`src/rtl/sap_pkg.sv`:
```
package sap_pkg;

	// ************************************************************
	// widths and limits
	// ************************************************************
	localparam int FETCH_MAX  = 4;
	localparam int ISSUE_MAX  = 5;
	localparam int NUM_SLOTS  = 5;
	localparam int ADDR_W     = 40;
	localparam int DATA_W     = 64;
	localparam int LINES      = 16;
	localparam int IDX_W      = 4;
	localparam int TAG_W      = ADDR_W - IDX_W - 6;
	localparam int NREGS      = 32;
	localparam int REG_W      = 5;

	// ************************************************************
	// repeat intervals of the unpipelined operations, in cycles
	// ************************************************************
	localparam logic [3:0] FDIV_INTERVAL = 4'hC;
	localparam logic [3:0] FSQRT_INTERVAL = 4'hE;
	localparam logic [3:0] IMUL_INTERVAL = 4'h6;
	localparam logic [3:0] IDIV_INTERVAL = 4'hF;
	localparam logic [3:0] BUSY_RESET    = 4'h0;

	// ************************************************************
	// instruction classes
	// ************************************************************
	typedef enum logic [3:0] {
		SAP_OP_NONE  = 4'h0,
		SAP_OP_FADD  = 4'h1,
		SAP_OP_FMUL  = 4'h2,
		SAP_OP_FDIV  = 4'h3,
		SAP_OP_FSQRT = 4'h4,
		SAP_OP_LOAD  = 4'h5,
		SAP_OP_STORE = 4'h6,
		SAP_OP_ADD   = 4'h7,
		SAP_OP_SHIFT = 4'h8,
		SAP_OP_BRANCH = 4'h9,
		SAP_OP_LOGIC = 4'hA,
		SAP_OP_IMUL  = 4'hB,
		SAP_OP_IDIV  = 4'hC
	} sap_op_t;

	// slot indices
	localparam int SLOT_A = 0;
	localparam int SLOT_B = 1;
	localparam int SLOT_C = 2;
	localparam int SLOT_D = 3;
	localparam int SLOT_E = 4;

	// cache line states
	typedef enum logic [1:0] {
		SAP_LS_INVALID = 2'h0,
		SAP_LS_SHARED  = 2'h1,
		SAP_LS_CLEAN_EXCL = 2'h2,
		SAP_LS_DIRTY   = 2'h3
	} sap_line_t;

	// uncached transfer sizes
	typedef enum logic [1:0] {
		SAP_SZ_PARTIAL = 2'h0,
		SAP_SZ_WORD    = 2'h1,
		SAP_SZ_DOUBLE  = 2'h2
	} sap_size_t;

	// memory side state machine
	typedef enum logic [2:0] {
		SAP_MS_IDLE    = 3'h0,
		SAP_MS_WBACK   = 3'h1,
		SAP_MS_READ    = 3'h2,
		SAP_MS_UNC     = 3'h3,
		SAP_MS_DONE    = 3'h4
	} sap_mstate_t;

endpackage

```
`src/rtl/sap_core.sv`:
```
`timescale 1ns/10ps
`default_nettype none

// Overview of operation
// - fetch four, issue at most five per cycle
// - divide, sqrt, multiply units block re-issue
// - five slots, one instruction each, by class
// - dependent instructions wait for operand availability
// - speculative cached miss sends block read request
// - speculative cache changes are never rolled back
// - uncached accesses only non-speculative, non-block sizes
// - stale-address speculation may request any address
// - speculative store miss refills, marks line dirty
// - speculative fetch state change kept after abort
module sap_core
	import sap_pkg::*;
(
	input  wire logic                   clk_sys,
	input  wire logic                   rst_n,
	// fetch group, slot i in bits [i*4+3:i*4] of fetch_op and [i*5+4:i*5] of fetch_dst, fetch_src
	input  wire logic [FETCH_MAX-1:0]   fetch_valid,
	input  wire logic [FETCH_MAX*4-1:0] fetch_op,
	input  wire logic [FETCH_MAX*5-1:0] fetch_dst,
	input  wire logic [FETCH_MAX*5-1:0] fetch_src,
	output logic [FETCH_MAX-1:0]        fetch_take,
	// completion and speculation
	input  wire logic [NUM_SLOTS-1:0]   done_valid,
	input  wire logic [NUM_SLOTS*5-1:0] done_dst,
	input  wire logic [NUM_SLOTS-1:0]   done_spec,
	input  wire logic                   spec_abort,
	input  wire logic                   spec_commit,
	output logic [NUM_SLOTS-1:0]        issue_slot,
	output logic [NREGS-1:0]            arch_written,
	// memory access from the load/store slot or fetch
	input  wire logic                   mem_req,
	input  wire logic                   mem_is_fetch,
	input  wire logic                   mem_is_store,
	input  wire logic                   mem_spec,
	input  wire logic                   mem_uncached,
	input  wire sap_size_t              mem_size,
	input  wire logic [ADDR_W-1:0]      mem_addr,
	output logic                        mem_ack,
	output logic                        mem_nack,
	// external agent
	output logic                        ext_blk_rd,
	output logic                        ext_wback,
	output logic                        ext_unc,
	output logic                        ext_unc_wr,
	output logic [1:0]                  ext_size,
	output logic [ADDR_W-1:0]           ext_addr,
	input  wire logic                   ext_done,
	input  wire logic                   ext_nack,
	output logic [1:0]                  line_state_out
);

	// ************************************************************
	// operand scoreboard and unit busy counters
	// ************************************************************
	logic [NREGS-1:0]   pending;
	logic [NREGS-1:0]   next_pending;
	logic [3:0]         busy_b;
	logic [3:0]         next_busy_b;
	logic [3:0]         busy_e;
	logic [3:0]         next_busy_e;
	logic [NREGS-1:0]   next_arch;
	logic [FETCH_MAX-1:0] ready;
	logic [FETCH_MAX-1:0] ready_e;
	logic [NUM_SLOTS-1:0] take;
	logic [NUM_SLOTS*2-1:0] which;
	logic [FETCH_MAX-1:0] next_take;
	logic [NUM_SLOTS-1:0] next_issue;
	logic [NUM_SLOTS-1:0] unit_free;

	// operand ready: source and destination not awaiting a result
	always_comb begin
		for (int i = 0; i < FETCH_MAX; i++) begin
			ready[i] = fetch_valid[i]
				&& !pending[fetch_src[i*5 +: 5]]
				&& !pending[fetch_dst[i*5 +: 5]];
			// younger instructions may not bypass an older one that writes their source
			for (int j = 0; j < i; j++) begin
				if (fetch_valid[j] && fetch_dst[j*5 +: 5] == fetch_src[i*5 +: 5])
					ready[i] = 1'b0;
			end
		end
	end

	// unpipelined units stop their slot until the interval runs out
	always_comb begin
		unit_free = '1;
		unit_free[SLOT_B] = (busy_b == BUSY_RESET);
		unit_free[SLOT_E] = (busy_e == BUSY_RESET);
	end

	// add and logic fit two slots; slot E skips the lane slot D took so no lane issues twice
	always_comb begin
		ready_e = ready;
		if (take[SLOT_D])
			ready_e[which[SLOT_D*2 +: 2]] = 1'b0;
	end

	// one selector per slot, so at most five issue per cycle
	for (genvar s = 0; s < NUM_SLOTS; s++) begin : g_slot
		sap_slot_sel #(
			.SLOT(s)
		) u_sel (
			.ops      (fetch_op),
			.ready    ((s == SLOT_E) ? ready_e : ready),
			.unit_free(unit_free[s]),
			.take     (take[s]),
			.which    (which[s*2 +: 2])
		);
	end

	// issue bookkeeping: mark destinations busy, clear on completion
	always_comb begin
		next_pending = pending;
		next_busy_b  = (busy_b != BUSY_RESET) ? busy_b - 4'h1 : busy_b;
		next_busy_e  = (busy_e != BUSY_RESET) ? busy_e - 4'h1 : busy_e;
		next_take    = '0;
		next_issue   = take;
		next_arch    = '0;
		for (int s = 0; s < NUM_SLOTS; s++) begin
			if (done_valid[s]) begin
				next_pending[done_dst[s*5 +: 5]] = 1'b0;
				// speculative results stay in rename space until commit
				if (!done_spec[s] || spec_commit)
					next_arch[done_dst[s*5 +: 5]] = !(done_spec[s] && spec_abort);
			end
		end
		for (int s = 0; s < NUM_SLOTS; s++) begin
			if (take[s]) begin
				next_take[which[s*2 +: 2]] = 1'b1;
				next_pending[fetch_dst[which[s*2 +: 2]*5 +: 5]] = 1'b1;
				case (sap_op_t'(fetch_op[which[s*2 +: 2]*4 +: 4]))
					SAP_OP_FDIV:  next_busy_b = FDIV_INTERVAL;
					SAP_OP_FSQRT: next_busy_b = FSQRT_INTERVAL;
					SAP_OP_IMUL:  next_busy_e = IMUL_INTERVAL;
					SAP_OP_IDIV:  next_busy_e = IDIV_INTERVAL;
					default:      ;
				endcase
			end
		end
		// register zero never waits
		next_pending[0] = 1'b0;
		if (spec_abort)
			next_pending = '0;
	end

	always_ff @(posedge clk_sys) begin
		if (!rst_n) begin
			pending      <= '0;
			busy_b       <= BUSY_RESET;
			busy_e       <= BUSY_RESET;
			fetch_take   <= '0;
			issue_slot   <= '0;
			arch_written <= '0;
		end else begin
			pending      <= next_pending;
			busy_b       <= next_busy_b;
			busy_e       <= next_busy_e;
			fetch_take   <= next_take;
			issue_slot   <= next_issue;
			arch_written <= next_arch;
		end
	end

	// ************************************************************
	// small direct-mapped cache tag store
	// ************************************************************
	logic [TAG_W-1:0]   tags [LINES];
	sap_line_t          state [LINES];
	logic [IDX_W-1:0]   idx;
	logic [TAG_W-1:0]   tag;
	logic               hit;
	sap_mstate_t        ms;
	sap_mstate_t        next_ms;
	logic [ADDR_W-1:0]  next_addr;
	logic               next_blk;
	logic               next_wb;
	logic               next_unc;
	logic               next_unc_wr;
	logic [1:0]         next_size;
	logic               next_ack;
	logic               next_nack;
	logic               next_fill;
	logic               fill;
	logic               refused;
	logic               next_refused;
	logic [1:0]         next_lso;

	assign idx = mem_addr[6 +: IDX_W];
	assign tag = mem_addr[ADDR_W-1 -: TAG_W];
	assign hit = (state[idx] != SAP_LS_INVALID) && (tags[idx] == tag);

	// memory sequencing; speculation does not gate cached misses at all,
	// the agent sees any address and must filter it itself (nack)
	always_comb begin
		next_ms      = ms;
		next_addr    = ext_addr;
		next_blk     = 1'b0;
		next_wb      = 1'b0;
		next_unc     = 1'b0;
		next_unc_wr  = ext_unc_wr;
		next_size    = ext_size;
		next_ack     = 1'b0;
		next_nack    = 1'b0;
		next_fill    = 1'b0;
		next_refused = refused;
		next_lso     = line_state_out;
		case (ms)
			SAP_MS_IDLE: begin
				if (mem_req && mem_uncached) begin
					// uncached waits until the access is no longer speculative
					if (!mem_spec) begin
						next_ms     = SAP_MS_UNC;
						next_unc    = 1'b1;
						next_unc_wr = mem_is_store;
						next_size   = 2'(mem_size);
						next_addr   = mem_addr;
					end
				end else if (mem_req && hit) begin
					next_ack = 1'b1;
					next_lso = 2'(state[idx]);
				end else if (mem_req && state[idx] == SAP_LS_DIRTY) begin
					// victim write-back, including lines dirtied by aborted stores
					next_ms   = SAP_MS_WBACK;
					next_wb   = 1'b1;
					next_addr = {tags[idx], idx, 6'h00};
				end else if (mem_req) begin
					next_ms   = SAP_MS_READ;
					next_blk  = 1'b1;
					next_addr = {mem_addr[ADDR_W-1:6], 6'h00};
				end
			end
			SAP_MS_WBACK: begin
				if (ext_done) begin
					next_ms   = SAP_MS_READ;
					next_blk  = 1'b1;
					next_addr = {mem_addr[ADDR_W-1:6], 6'h00};
				end
			end
			SAP_MS_READ: begin
				if (ext_nack) begin
					// refusal leaves the cache untouched
					next_ms      = SAP_MS_DONE;
					next_refused = 1'b1;
				end else if (ext_done) begin
					next_ms      = SAP_MS_DONE;
					next_fill    = 1'b1;
					next_refused = 1'b0;
				end
			end
			SAP_MS_UNC: begin
				if (ext_done || ext_nack) begin
					next_ms      = SAP_MS_DONE;
					next_refused = ext_nack;
				end
			end
			SAP_MS_DONE: begin
				next_ms   = SAP_MS_IDLE;
				next_ack  = !refused;
				next_nack = refused;
			end
			default: next_ms = SAP_MS_IDLE;
		endcase
	end

	always_ff @(posedge clk_sys) begin
		if (!rst_n) begin
			ms             <= SAP_MS_IDLE;
			ext_addr       <= '0;
			ext_blk_rd     <= 1'b0;
			ext_wback      <= 1'b0;
			ext_unc        <= 1'b0;
			ext_unc_wr     <= 1'b0;
			ext_size       <= 2'h0;
			mem_ack        <= 1'b0;
			mem_nack       <= 1'b0;
			fill           <= 1'b0;
			refused        <= 1'b0;
			line_state_out <= 2'h0;
		end else begin
			ms             <= next_ms;
			ext_addr       <= next_addr;
			ext_blk_rd     <= next_blk;
			ext_wback      <= next_wb;
			ext_unc        <= next_unc;
			ext_unc_wr     <= next_unc_wr;
			ext_size       <= next_size;
			mem_ack        <= next_ack;
			mem_nack       <= next_nack;
			fill           <= next_fill;
			refused        <= next_refused;
			line_state_out <= next_lso;
		end
	end

	// line update on refill and on non-speculative store hit; spec_abort deliberately does not touch this array,
	// which is cheaper than checkpointing tags and is harmless when coherent
	always_ff @(posedge clk_sys) begin
		if (!rst_n) begin
			for (int i = 0; i < LINES; i++) begin
				state[i] <= SAP_LS_INVALID;
				tags[i]  <= '0;
			end
		end else if (fill) begin
			tags[idx] <= tag;
			if (mem_is_store)
				state[idx] <= SAP_LS_DIRTY;
			else
				state[idx] <= SAP_LS_CLEAN_EXCL;
		end else if (next_ack && ms == SAP_MS_IDLE && mem_is_store && !mem_spec) begin
			state[idx] <= SAP_LS_DIRTY;
		end
	end

endmodule

`default_nettype wire

```
`src/rtl/sap_slot_sel.sv`:
```
`timescale 1ns/10ps
`default_nettype none

// picks, for one issue slot, the oldest ready candidate among the fetch group
module sap_slot_sel
	import sap_pkg::*;
#(
	parameter int SLOT = 0
) (
	input  wire logic [FETCH_MAX*4-1:0] ops,
	input  wire logic [FETCH_MAX-1:0]   ready,
	input  wire logic                   unit_free,
	output logic                        take,
	output logic [1:0]                  which
);

	// ************************************************************
	// class to slot mapping
	// ************************************************************
	function automatic logic fits(input sap_op_t op);
		case (SLOT)
			SLOT_A:  fits = (op == SAP_OP_FADD);
			SLOT_B:  fits = (op == SAP_OP_FMUL) || (op == SAP_OP_FDIV) || (op == SAP_OP_FSQRT);
			SLOT_C:  fits = (op == SAP_OP_LOAD) || (op == SAP_OP_STORE);
			SLOT_D:  fits = (op == SAP_OP_ADD) || (op == SAP_OP_SHIFT) || (op == SAP_OP_BRANCH)
				|| (op == SAP_OP_LOGIC);
			default: fits = (op == SAP_OP_ADD) || (op == SAP_OP_LOGIC) || (op == SAP_OP_IMUL)
				|| (op == SAP_OP_IDIV);
		endcase
	endfunction

	// lowest index wins so program order is kept inside a slot
	always_comb begin
		take  = 1'b0;
		which = 2'h0;
		for (int i = FETCH_MAX - 1; i >= 0; i--) begin
			if (ready[i] && unit_free && fits(sap_op_t'(ops[i*4 +: 4]))) begin
				take  = 1'b1;
				which = 2'(i);
			end
		end
	end

endmodule

`default_nettype wire

```
`config.mk`:
```
export PLATFORM = sky130hd
export DESIGN_NAME = sap_core
export DESIGN_NICKNAME = d
export VERILOG_FILES = /design/src/rtl/sap_pkg.sv /design/src/rtl/sap_core.sv /design/src/rtl/sap_slot_sel.sv
export SDC_FILE = /design/constraint.sdc
export NUM_CORES = 2
export LEC_CHECK = 0
export ABC_AREA = 1
export BUFFER_PORTS_ARGS = -buffer_cell sky130_fd_sc_hd__buf_2
export CAP_MARGIN = 20
export CORE_ASPECT_RATIO = 0.6
export CORE_MARGIN = 2
export CORE_UTILIZATION = 27
export CTS_BUF_LIST = sky130_fd_sc_hd__clkbuf_8
export DETAILED_ROUTE_END_ITERATION = 16
export GPL_TIMING_DRIVEN = 1
export HOLD_SLACK_MARGIN = 0.03
export PLACE_DENSITY = 0.42
export SYNTH_ARGS = -nofsm -noshare
export SYNTH_HDL_FRONTEND = slang
export SYNTH_HIERARCHICAL = 1
export SYNTH_SLANG_ARGS = --single-unit
```
`constraint.sdc`:
```
create_clock -name clk_sys -period 15.76 [get_ports clk_sys]
set_input_delay 3.152 -clock clk_sys [delete_from_list [all_inputs] [get_ports clk_sys]]
set_output_delay 3.152 -clock clk_sys [all_outputs]
set_load 0.01 [all_outputs]
```
Yosys cells after proc, flatten, opt, wreduce, memory -nomap -nowiden
Memories as Yosys holds them, arrays and structs flattened.
Cells that the tools add are included.
{"block": "op_classes", "n_addsub": 2, "multipliers": 5, "magnitude_cmp": 38, "n_eq_ne": 86, "n_shift": 10, "mux": 200, "n_bitwise": 29, "n_reduce_logical": 151}
{"cell": "32-bit 2-to-1 mux", "count": 20}
{"cell": "40-bit 2-to-1 mux", "count": 6}
{"cell": "32-bit bitwise AND", "count": 6}
{"cell": "32-bit inverter", "count": 5}
{"cell": "32-bit OR", "count": 5}
{"cell": "32-bit bitwise mux", "count": 4}
{"cell": "4-bit equality test (second input constant)", "count": 30}
{"cell": "5-bit by 6-bit less-than comparator with 1-bit output (second input constant)", "count": 18}
{"cell": "20-bit by 6-bit variable part select with 5-bit output", "count": 5}
{"cell": "4-bit by 3-bit equality test with 1-bit output (second input constant)", "count": 21}
{"cell": "4-bit 2-to-1 mux", "count": 20}
{"cell": "4-bit case mux with 2 select lines", "count": 10}
{"cell": "40-bit case mux with 2 select lines", "count": 1}
{"cell": "16-bit by 5-bit variable part select with 4-bit output", "count": 5}
{"cell": "1-bit 2-to-1 mux", "count": 79}
{"cell": "1-bit logical AND", "count": 69}
{"cell": "4-bit by 2-bit equality test with 1-bit output (second input constant)", "count": 13}
{"cell": "1-bit demux with 5-bit select", "count": 10}
{"cell": "5-bit by 1-bit greater-or-equal comparator with 1-bit output (second input constant)", "count": 10}
{"cell": "2-bit 2-to-1 mux", "count": 23}
{"cell": "1-bit logical OR", "count": 42}
{"cell": "1-bit binary-select mux with 5-bit select", "count": 8}
{"cell": "30-bit equality test", "count": 1}
{"cell": "5-bit equality test", "count": 6}
{"cell": "35 further kinds", "count": 104}
{"block": "totals", "register_bits": 136, "ram_bits": 512, "in_bits": 148, "elab_cells": 542, "n_memories": 2}
{"memory": "tags", "words": 16, "width": 30, "rd": 1, "rd_clocked_by_memory_dff": 0, "wr": 16, "line_no": "sap_core.sv:171", "source": "logic [TAG_W-1:0] tags [LINES];"}
{"memory": "state", "words": 16, "width": 2, "rd": 1, "rd_clocked_by_memory_dff": 0, "wr": 16, "line_no": "sap_core.sv:172", "source": "sap_line_t state [LINES];"}

Depth between registers and ports, before layout
{"block": "logic_depth", "word_depth": 34, "mapped_depth": 39, "mapped_depth_nobuf": 38}

By module
The synthesis kept the hierarchy.
{"module": "sap_core", "instances": 1, "cells_per_inst": 5034, "area_each_um2": 36984.2}
{"module": "sap_slot_sel (g_slot[4].u_sel)", "instances": 1, "cells_per_inst": 46, "area_each_um2": 214.0}
{"module": "sap_slot_sel (g_slot[2].u_sel)", "instances": 1, "cells_per_inst": 48, "area_each_um2": 212.7}
{"module": "sap_slot_sel (g_slot[3].u_sel)", "instances": 1, "cells_per_inst": 46, "area_each_um2": 207.7}
{"module": "sap_slot_sel (g_slot[0].u_sel)", "instances": 1, "cells_per_inst": 29, "area_each_um2": 150.1}
{"module": "sap_slot_sel (g_slot[1].u_sel)", "instances": 1, "cells_per_inst": 33, "area_each_um2": 148.9}

Worst setup path before layout
Ideal clock, no wire load.
{"block": "synth_timing", "kind": "input-to-reg", "start": "input fetch_dst[0]", "end": "register pending[22]", "arrival_time_ns": 7.376, "slack_ns": 8.303, "cell_stages": 31, "path_cell_list": "clkbuf_1 -> inv_1 -> clkbuf_1 -> o21ai_0 -> nand3_1 -> o211ai_1 -> nand3_1 -> a221oi_1 -> nand2_1 -> inv_1 -> nand3_1 -> nand2_2 -> inv_1 -> nand2_1 -> clkbuf_1 -> nand2_1 -> and2_1 -> nand2_1 -> inv_1 -> nand4_1 -> nand2_1 -> nor2_2 -> inv_1 -> nor2_1 -> inv_1 -> o21ai_0 -> inv_1 -> or2_2 -> nor2_1 -> nand2_1 -> a41oi_1"}
{"block": "synth_between", "elab_cells_between_ends": 137, "cone_classes": "5 x mul; 12 x order compare; 3 x eq/ne; 5 x shift; 66 x mux; 7 x bitwise; 39 x reduce/logical"}
{"element": "from (decl)", "line_no": "sap_core.sv:23", "source": "input wire logic [FETCH_MAX*5-1:0] fetch_dst,"}
{"element": "1-bit binary-select mux with 5-bit select (*)", "line_no": "sap_core.sv:79", "source": "&& !pending[fetch_dst[i*5 +: 5]];"}
{"element": "1-bit 2-to-1 mux (not written as such) (*)", "line_no": "sap_core.sv:79"}
{"element": "1-bit logical NOT (*)", "line_no": "sap_core.sv:79"}
{"element": "1-bit logical AND (*)", "line_no": "sap_core.sv:79"}
{"element": "named net ready[0]", "line_no": "sap_core.sv:66", "source": "logic [FETCH_MAX-1:0] ready;"}
{"element": "1-bit logical AND (*)", "line_no": "sap_slot_sel.sv:37", "source": "if (ready[i] && unit_free && fits(sap_op_t'(ops[i*4 +: 4]))) begin"}
{"element": "1-bit 2-to-1 mux (*)", "line_no": "sap_slot_sel.sv:37"}
{"element": "named net next_issue[3]", "line_no": "sap_core.sv:71", "source": "logic [NUM_SLOTS-1:0] next_issue;"}
{"element": "[1 not listed]"}
{"element": "named net ready_e[1]", "line_no": "sap_core.sv:67", "source": "logic [FETCH_MAX-1:0] ready_e;"}
{"element": "[4 not listed]"}
{"element": "named net which[9]", "line_no": "sap_core.sv:69", "source": "logic [NUM_SLOTS*2-1:0] which;"}
{"element": "2-bit by 3-bit multiplier with 5-bit output (*)", "line_no": "sap_core.sv:134", "source": "next_pending[fetch_dst[which[s*2 +: 2]*5 +: 5]] = 1'b1;"}
{"element": "20-bit by 6-bit variable part select with 5-bit output (*)", "line_no": "sap_core.sv:134"}
{"element": "5-bit by 6-bit less-than comparator with 1-bit output (not written as such) / 5-bit by 1-bit greater-or-equal comparator with 1-bit output (equally long branches)", "line_no": "sap_core.sv:134"}
{"element": "1-bit logical AND (not written as such)", "line_no": "sap_core.sv:134"}
{"element": "1-bit 2-to-1 mux (not written as such)", "line_no": "sap_core.sv:134"}
{"element": "1-bit demux with 5-bit select (*)", "line_no": "sap_core.sv:134"}
{"element": "32-bit OR (no source line) (*)"}
{"element": "32-bit 2-to-1 mux (*)", "line_no": "sap_core.sv:132", "source": "if (take[s]) begin"}
{"element": "to (signal assigned)", "line_no": "sap_core.sv:159", "source": "pending <= next_pending;"}
{"element": "to (decl)", "line_no": "sap_core.sv:59", "source": "logic [NREGS-1:0] pending;"}
The timed path passes the listed nets; every way through them passes the cells marked *. The select of a mux whose other input is x is not followed.
A chain may end at the register's enable or synchronous reset.

Worst setup path after layout
{"block": "layout_timing", "start": "input fetch_src[5]", "end": "register pending[26]"}
{"block": "layout_between", "elab_cells_between_ends": 98, "cone_classes": "5 x mul; 12 x order compare; 1 x eq/ne; 5 x shift; 45 x mux; 7 x bitwise; 23 x reduce/logical"}
{"element": "from (decl)", "line_no": "sap_core.sv:24", "source": "input wire logic [FETCH_MAX*5-1:0] fetch_src,"}
{"element": "1-bit binary-select mux with 5-bit select", "line_no": "sap_core.sv:78", "source": "&& !pending[fetch_src[i*5 +: 5]]"}
{"element": "1-bit 2-to-1 mux (not written as such)", "line_no": "sap_core.sv:78"}
{"element": "1-bit logical NOT", "line_no": "sap_core.sv:78"}
{"element": "1-bit logical AND", "line_no": "sap_core.sv:78"}
{"element": "1-bit logical AND", "line_no": "sap_core.sv:79"}
{"element": "1-bit 2-to-1 mux (*)", "line_no": "sap_core.sv:82", "source": "if (fetch_valid[j] && fetch_dst[j*5 +: 5] == fetch_src[i*5 +: 5])"}
{"element": "named net ready[1]", "line_no": "sap_core.sv:66"}
{"element": "1-bit logical AND (*)", "line_no": "sap_slot_sel.sv:37"}
{"element": "[2 not listed]"}
{"element": "named net next_issue[3]", "line_no": "sap_core.sv:71"}
{"element": "[1 not listed]"}
{"element": "named net ready_e[0]", "line_no": "sap_core.sv:67"}
{"element": "[3 not listed]"}
{"element": "named net which[9]", "line_no": "sap_core.sv:69"}
{"element": "2-bit by 3-bit multiplier with 5-bit output (*)", "line_no": "sap_core.sv:134"}
{"element": "20-bit by 6-bit variable part select with 5-bit output (*)", "line_no": "sap_core.sv:134"}
{"element": "5-bit by 6-bit less-than comparator with 1-bit output (not written as such) / 5-bit by 1-bit greater-or-equal comparator with 1-bit output (equally long branches)", "line_no": "sap_core.sv:134"}
{"element": "1-bit logical AND (not written as such)", "line_no": "sap_core.sv:134"}
{"element": "1-bit 2-to-1 mux (not written as such)", "line_no": "sap_core.sv:134"}
{"element": "1-bit demux with 5-bit select (*)", "line_no": "sap_core.sv:134"}
{"element": "32-bit OR (no source line) (*)"}
{"element": "32-bit 2-to-1 mux (*)", "line_no": "sap_core.sv:132"}
Marked as above.

==> impl_metrics.tcl <==
set metrics [dict create \
    critPathSlowestCell "o311ai_0" \
    end_kind "register" \
    leakage_nw 18.7 \
    vias_per_cell 5.20 \
    drt_pass1_iterations 6 \
    rsz0062_at_grt "no" \
    postCtsSetupBuffers 0 \
    dieHeight_um 294 \
    final_common_cell "nand2_1" \
    crit_path_start "fetch_src[5]" \
    wl_per_cell_um 25.9 \
    grt_max_degree 133 \
    tritoncts "yes" \
    yosysWarnings 6 \
    top_layer_used "met5" \
    floorplan.initialDensity_pct 27.2 \
    seqCellArea_mm2 0.0179 \
    ys_seq_area_share_pct 47.3 \
    yosysTopAreaCell "edfxtp_1" \
    async_reset_ff_share_pct 0 \
    reg2reg_depth 29 \
    hpwl_mm 127 \
    clkTransAtPathRegs_ns 0.06 \
    synth.distinct_cells 55 \
    grt_pass1_vias 34720 \
    wl_met2_mm 72.9 \
    worstSkewPairLatency_ns 0.86 \
    avgSynthCellArea_um2 7.24 \
    irDropWorstVdd_mv 0.0654 \
    drv_cap 0 \
    status "completed" \
    grt_use_total_pct 25.9 \
    synth_seq_cells 647 \
    arrival_ns 10.06 \
    met3WireLength_mm 18.7 \
    ys.flop_type "edfxtp_1" \
    row_count 106 \
    core_area_mm2 0.139 \
    layout_common_cells "nand2_1, nor2_1, edfxtp_1" \
    cts_num_sinks 647 \
    fp.dieArea_mm2 0.144 \
    final-setup-viol-count 0 \
    mappedNetlistArea_mm2 0.0379 \
    multi_input_area_mm2 0.0176 \
    remaining_drc_errors 0 \
    fmax_ghz 0.107 \
    tns_ns 0 \
    syn_inst 5236 \
    dp_slack_ns 6.14 \
    place.gp.congestion 0.971 \
    powerDensity_mw_per_mm2 101 \
    slew_headroom_pct 5.36 \
    yosysTopAreaCellShare_pct 39.3 \
    vias 38538 \
    numCtsBuffers 110 \
    layout-drive-gt1-share_pct 10.3 \
    drt.antenna.violating_nets 0 \
    whs_path_depth 2 \
    worst_pin_slew_ns 1.38 \
    cpPeakStageDelay_ns 0.96 \
    initialDrtViolationCount 4773 \
    fin_crit_sh_pct 59.2 \
    r2r-start "pending[27]" \
    layout_min_cycle_time_ns 9.32 \
    drt-met1-wl_mm 95.7 \
    hold_ws_ns 0.453 \
    htree_levels 3 \
    hp-start "state[1][1]" \
    power.total_mw 4.40 \
    start_kind "primary input" \
    path_common_cell "inv_1" \
    io_buffers 237 \
    grt_antenna_before_repair 15 \
    slew_viol_final 0 \
    layout_setup_ws_ns 6.44 \
    synth_edf_count 496 \
    io_pins 239 \
    die_x_um 488 \
    post_cts_resized 0 \
    ctsHoldBuffers 0 \
    finalClockSkew_ns 0.0500 \
    path_class "in2reg" \
    cp.required_ns 16.49 \
    root_buffer "clkbuf_8" \
    syn2layout_area_growth_pct 14.6 \
    nFillCells 15395 \
    hold_class "reg2reg" \
    synthTopCellsByArea "edfxtp_1, nand2_1, nor2_1" \
    path_max_fanout 25 \
    grt_pass1_wl_mm 267 \
    clk_path_buf_depth 3 \
    grt.overflow.total 0 \
    final_nets 5564 \
    wl_mm 192 \
    hold_viol 0 \
]
==> final timing paths <==
check,to,slack [ns]
max,pending[26],6.44
min,state[1][1],0.45
max reg2reg,pending[26],8.52
min reg2reg,state[1][1],0.45
==> cell type report <==
cell class / count / share of cell area, %
Sequential cell: 647 / 41.2
Multi-Input combinational cell: 3940 / 40.5
Tap cell: 1890 / 5.44
Timing Repair Buffer: 335 / 4.45
Clock buffer: 129 / 4.09
Inverter: 380 / 3.30
Clock inverter: 81 / 0.979
Antenna cell: 7 / 0.0403
==> per-stage QoR <==
stage | util (%) | instances | cell area (um^2)
after floorplan | - | 5247 | 38000
after global placement | 29.5 | 7184 | 41200
after detailed placement | 29.6 | 7186 | 41200
after CTS | 31.1 | 7396 | 43400
after global routing | 31.2 | 7405 | 43400
final | 31.2 | 7409 | 43500
==> synth_stat cells (all sizes together) (11+ instances only) <==
| master | count |
|---|---|
| nor2 | 867 |
| o31ai | 12 |
| o21ai | 324 |
| clkbuf | 203 |
| clkinv | 41 |
| nand3 | 227 |
| a21oi | 271 |
| buf | 77 |
| nor4 | 11 |
| nor3 | 89 |
| nand4 | 31 |
| a221oi | 22 |
| o221ai | 27 |
| inv | 339 |
| nand2 | 1762 |
| a41oi | 14 |
| o22ai | 70 |
| a22oi | 51 |
| a31oi | 38 |
| edfxtp | 496 |
| dfxtp | 151 |
| o211ai | 43 |
==> power breakdown <==
group	switching (mW)	total (mW)	internal, mW
clock	0.817	1.57	0.757
sequential	0.0380	1.95	1.91
combinational	0.661	0.873	0.212
total	1.52	4.40	2.88
==> state kept, by name, summed over array words and instances (netlist names), 4 cells and up <==
| name | count |
|---|---|
| ext_addr | 40 |
| pending | 31 |
| fetch_take | 4 |
| state | 32 |
| issue_slot | 5 |
| busy_b | 4 |
| arch_written | 32 |
| tags | 480 |
| busy_e | 4 |
==> cell families after synthesis <==
| group | after synthesis | share of synthesized area, % |
|---|---|---|
| AO/OA/AOI/OAI | 920 | 14.3 |
| XOR/XNOR | 5 | 0.115 |
| adder cells (fa/ha/maj) | 2 | 0.0660 |
| buffers and inverters | 660 | 6.86 |
| flip-flops | 647 | 47.3 |
| other | 1 | 0.00989 |
| AND/OR/NAND/NOR | 3001 | 31.4 |
==> worst max-delay path: cells and delay by family <==
| family | cells | cell delay, ns |
|---|---|---|
| buf+inv | 9 | 1.73 |
| simple gates | 13 | 2.48 |
| compound gates | 7 | 2.67 |
==> metal layers <==
metal	up-vias	track usage, %
li1	17826	-
met1	18665	41.0
met2	1803	34.1
met3	242	6.58
met4	2	5.43
met5	-	0.775
Note: power is estimated with default switching activity, not from simulation.
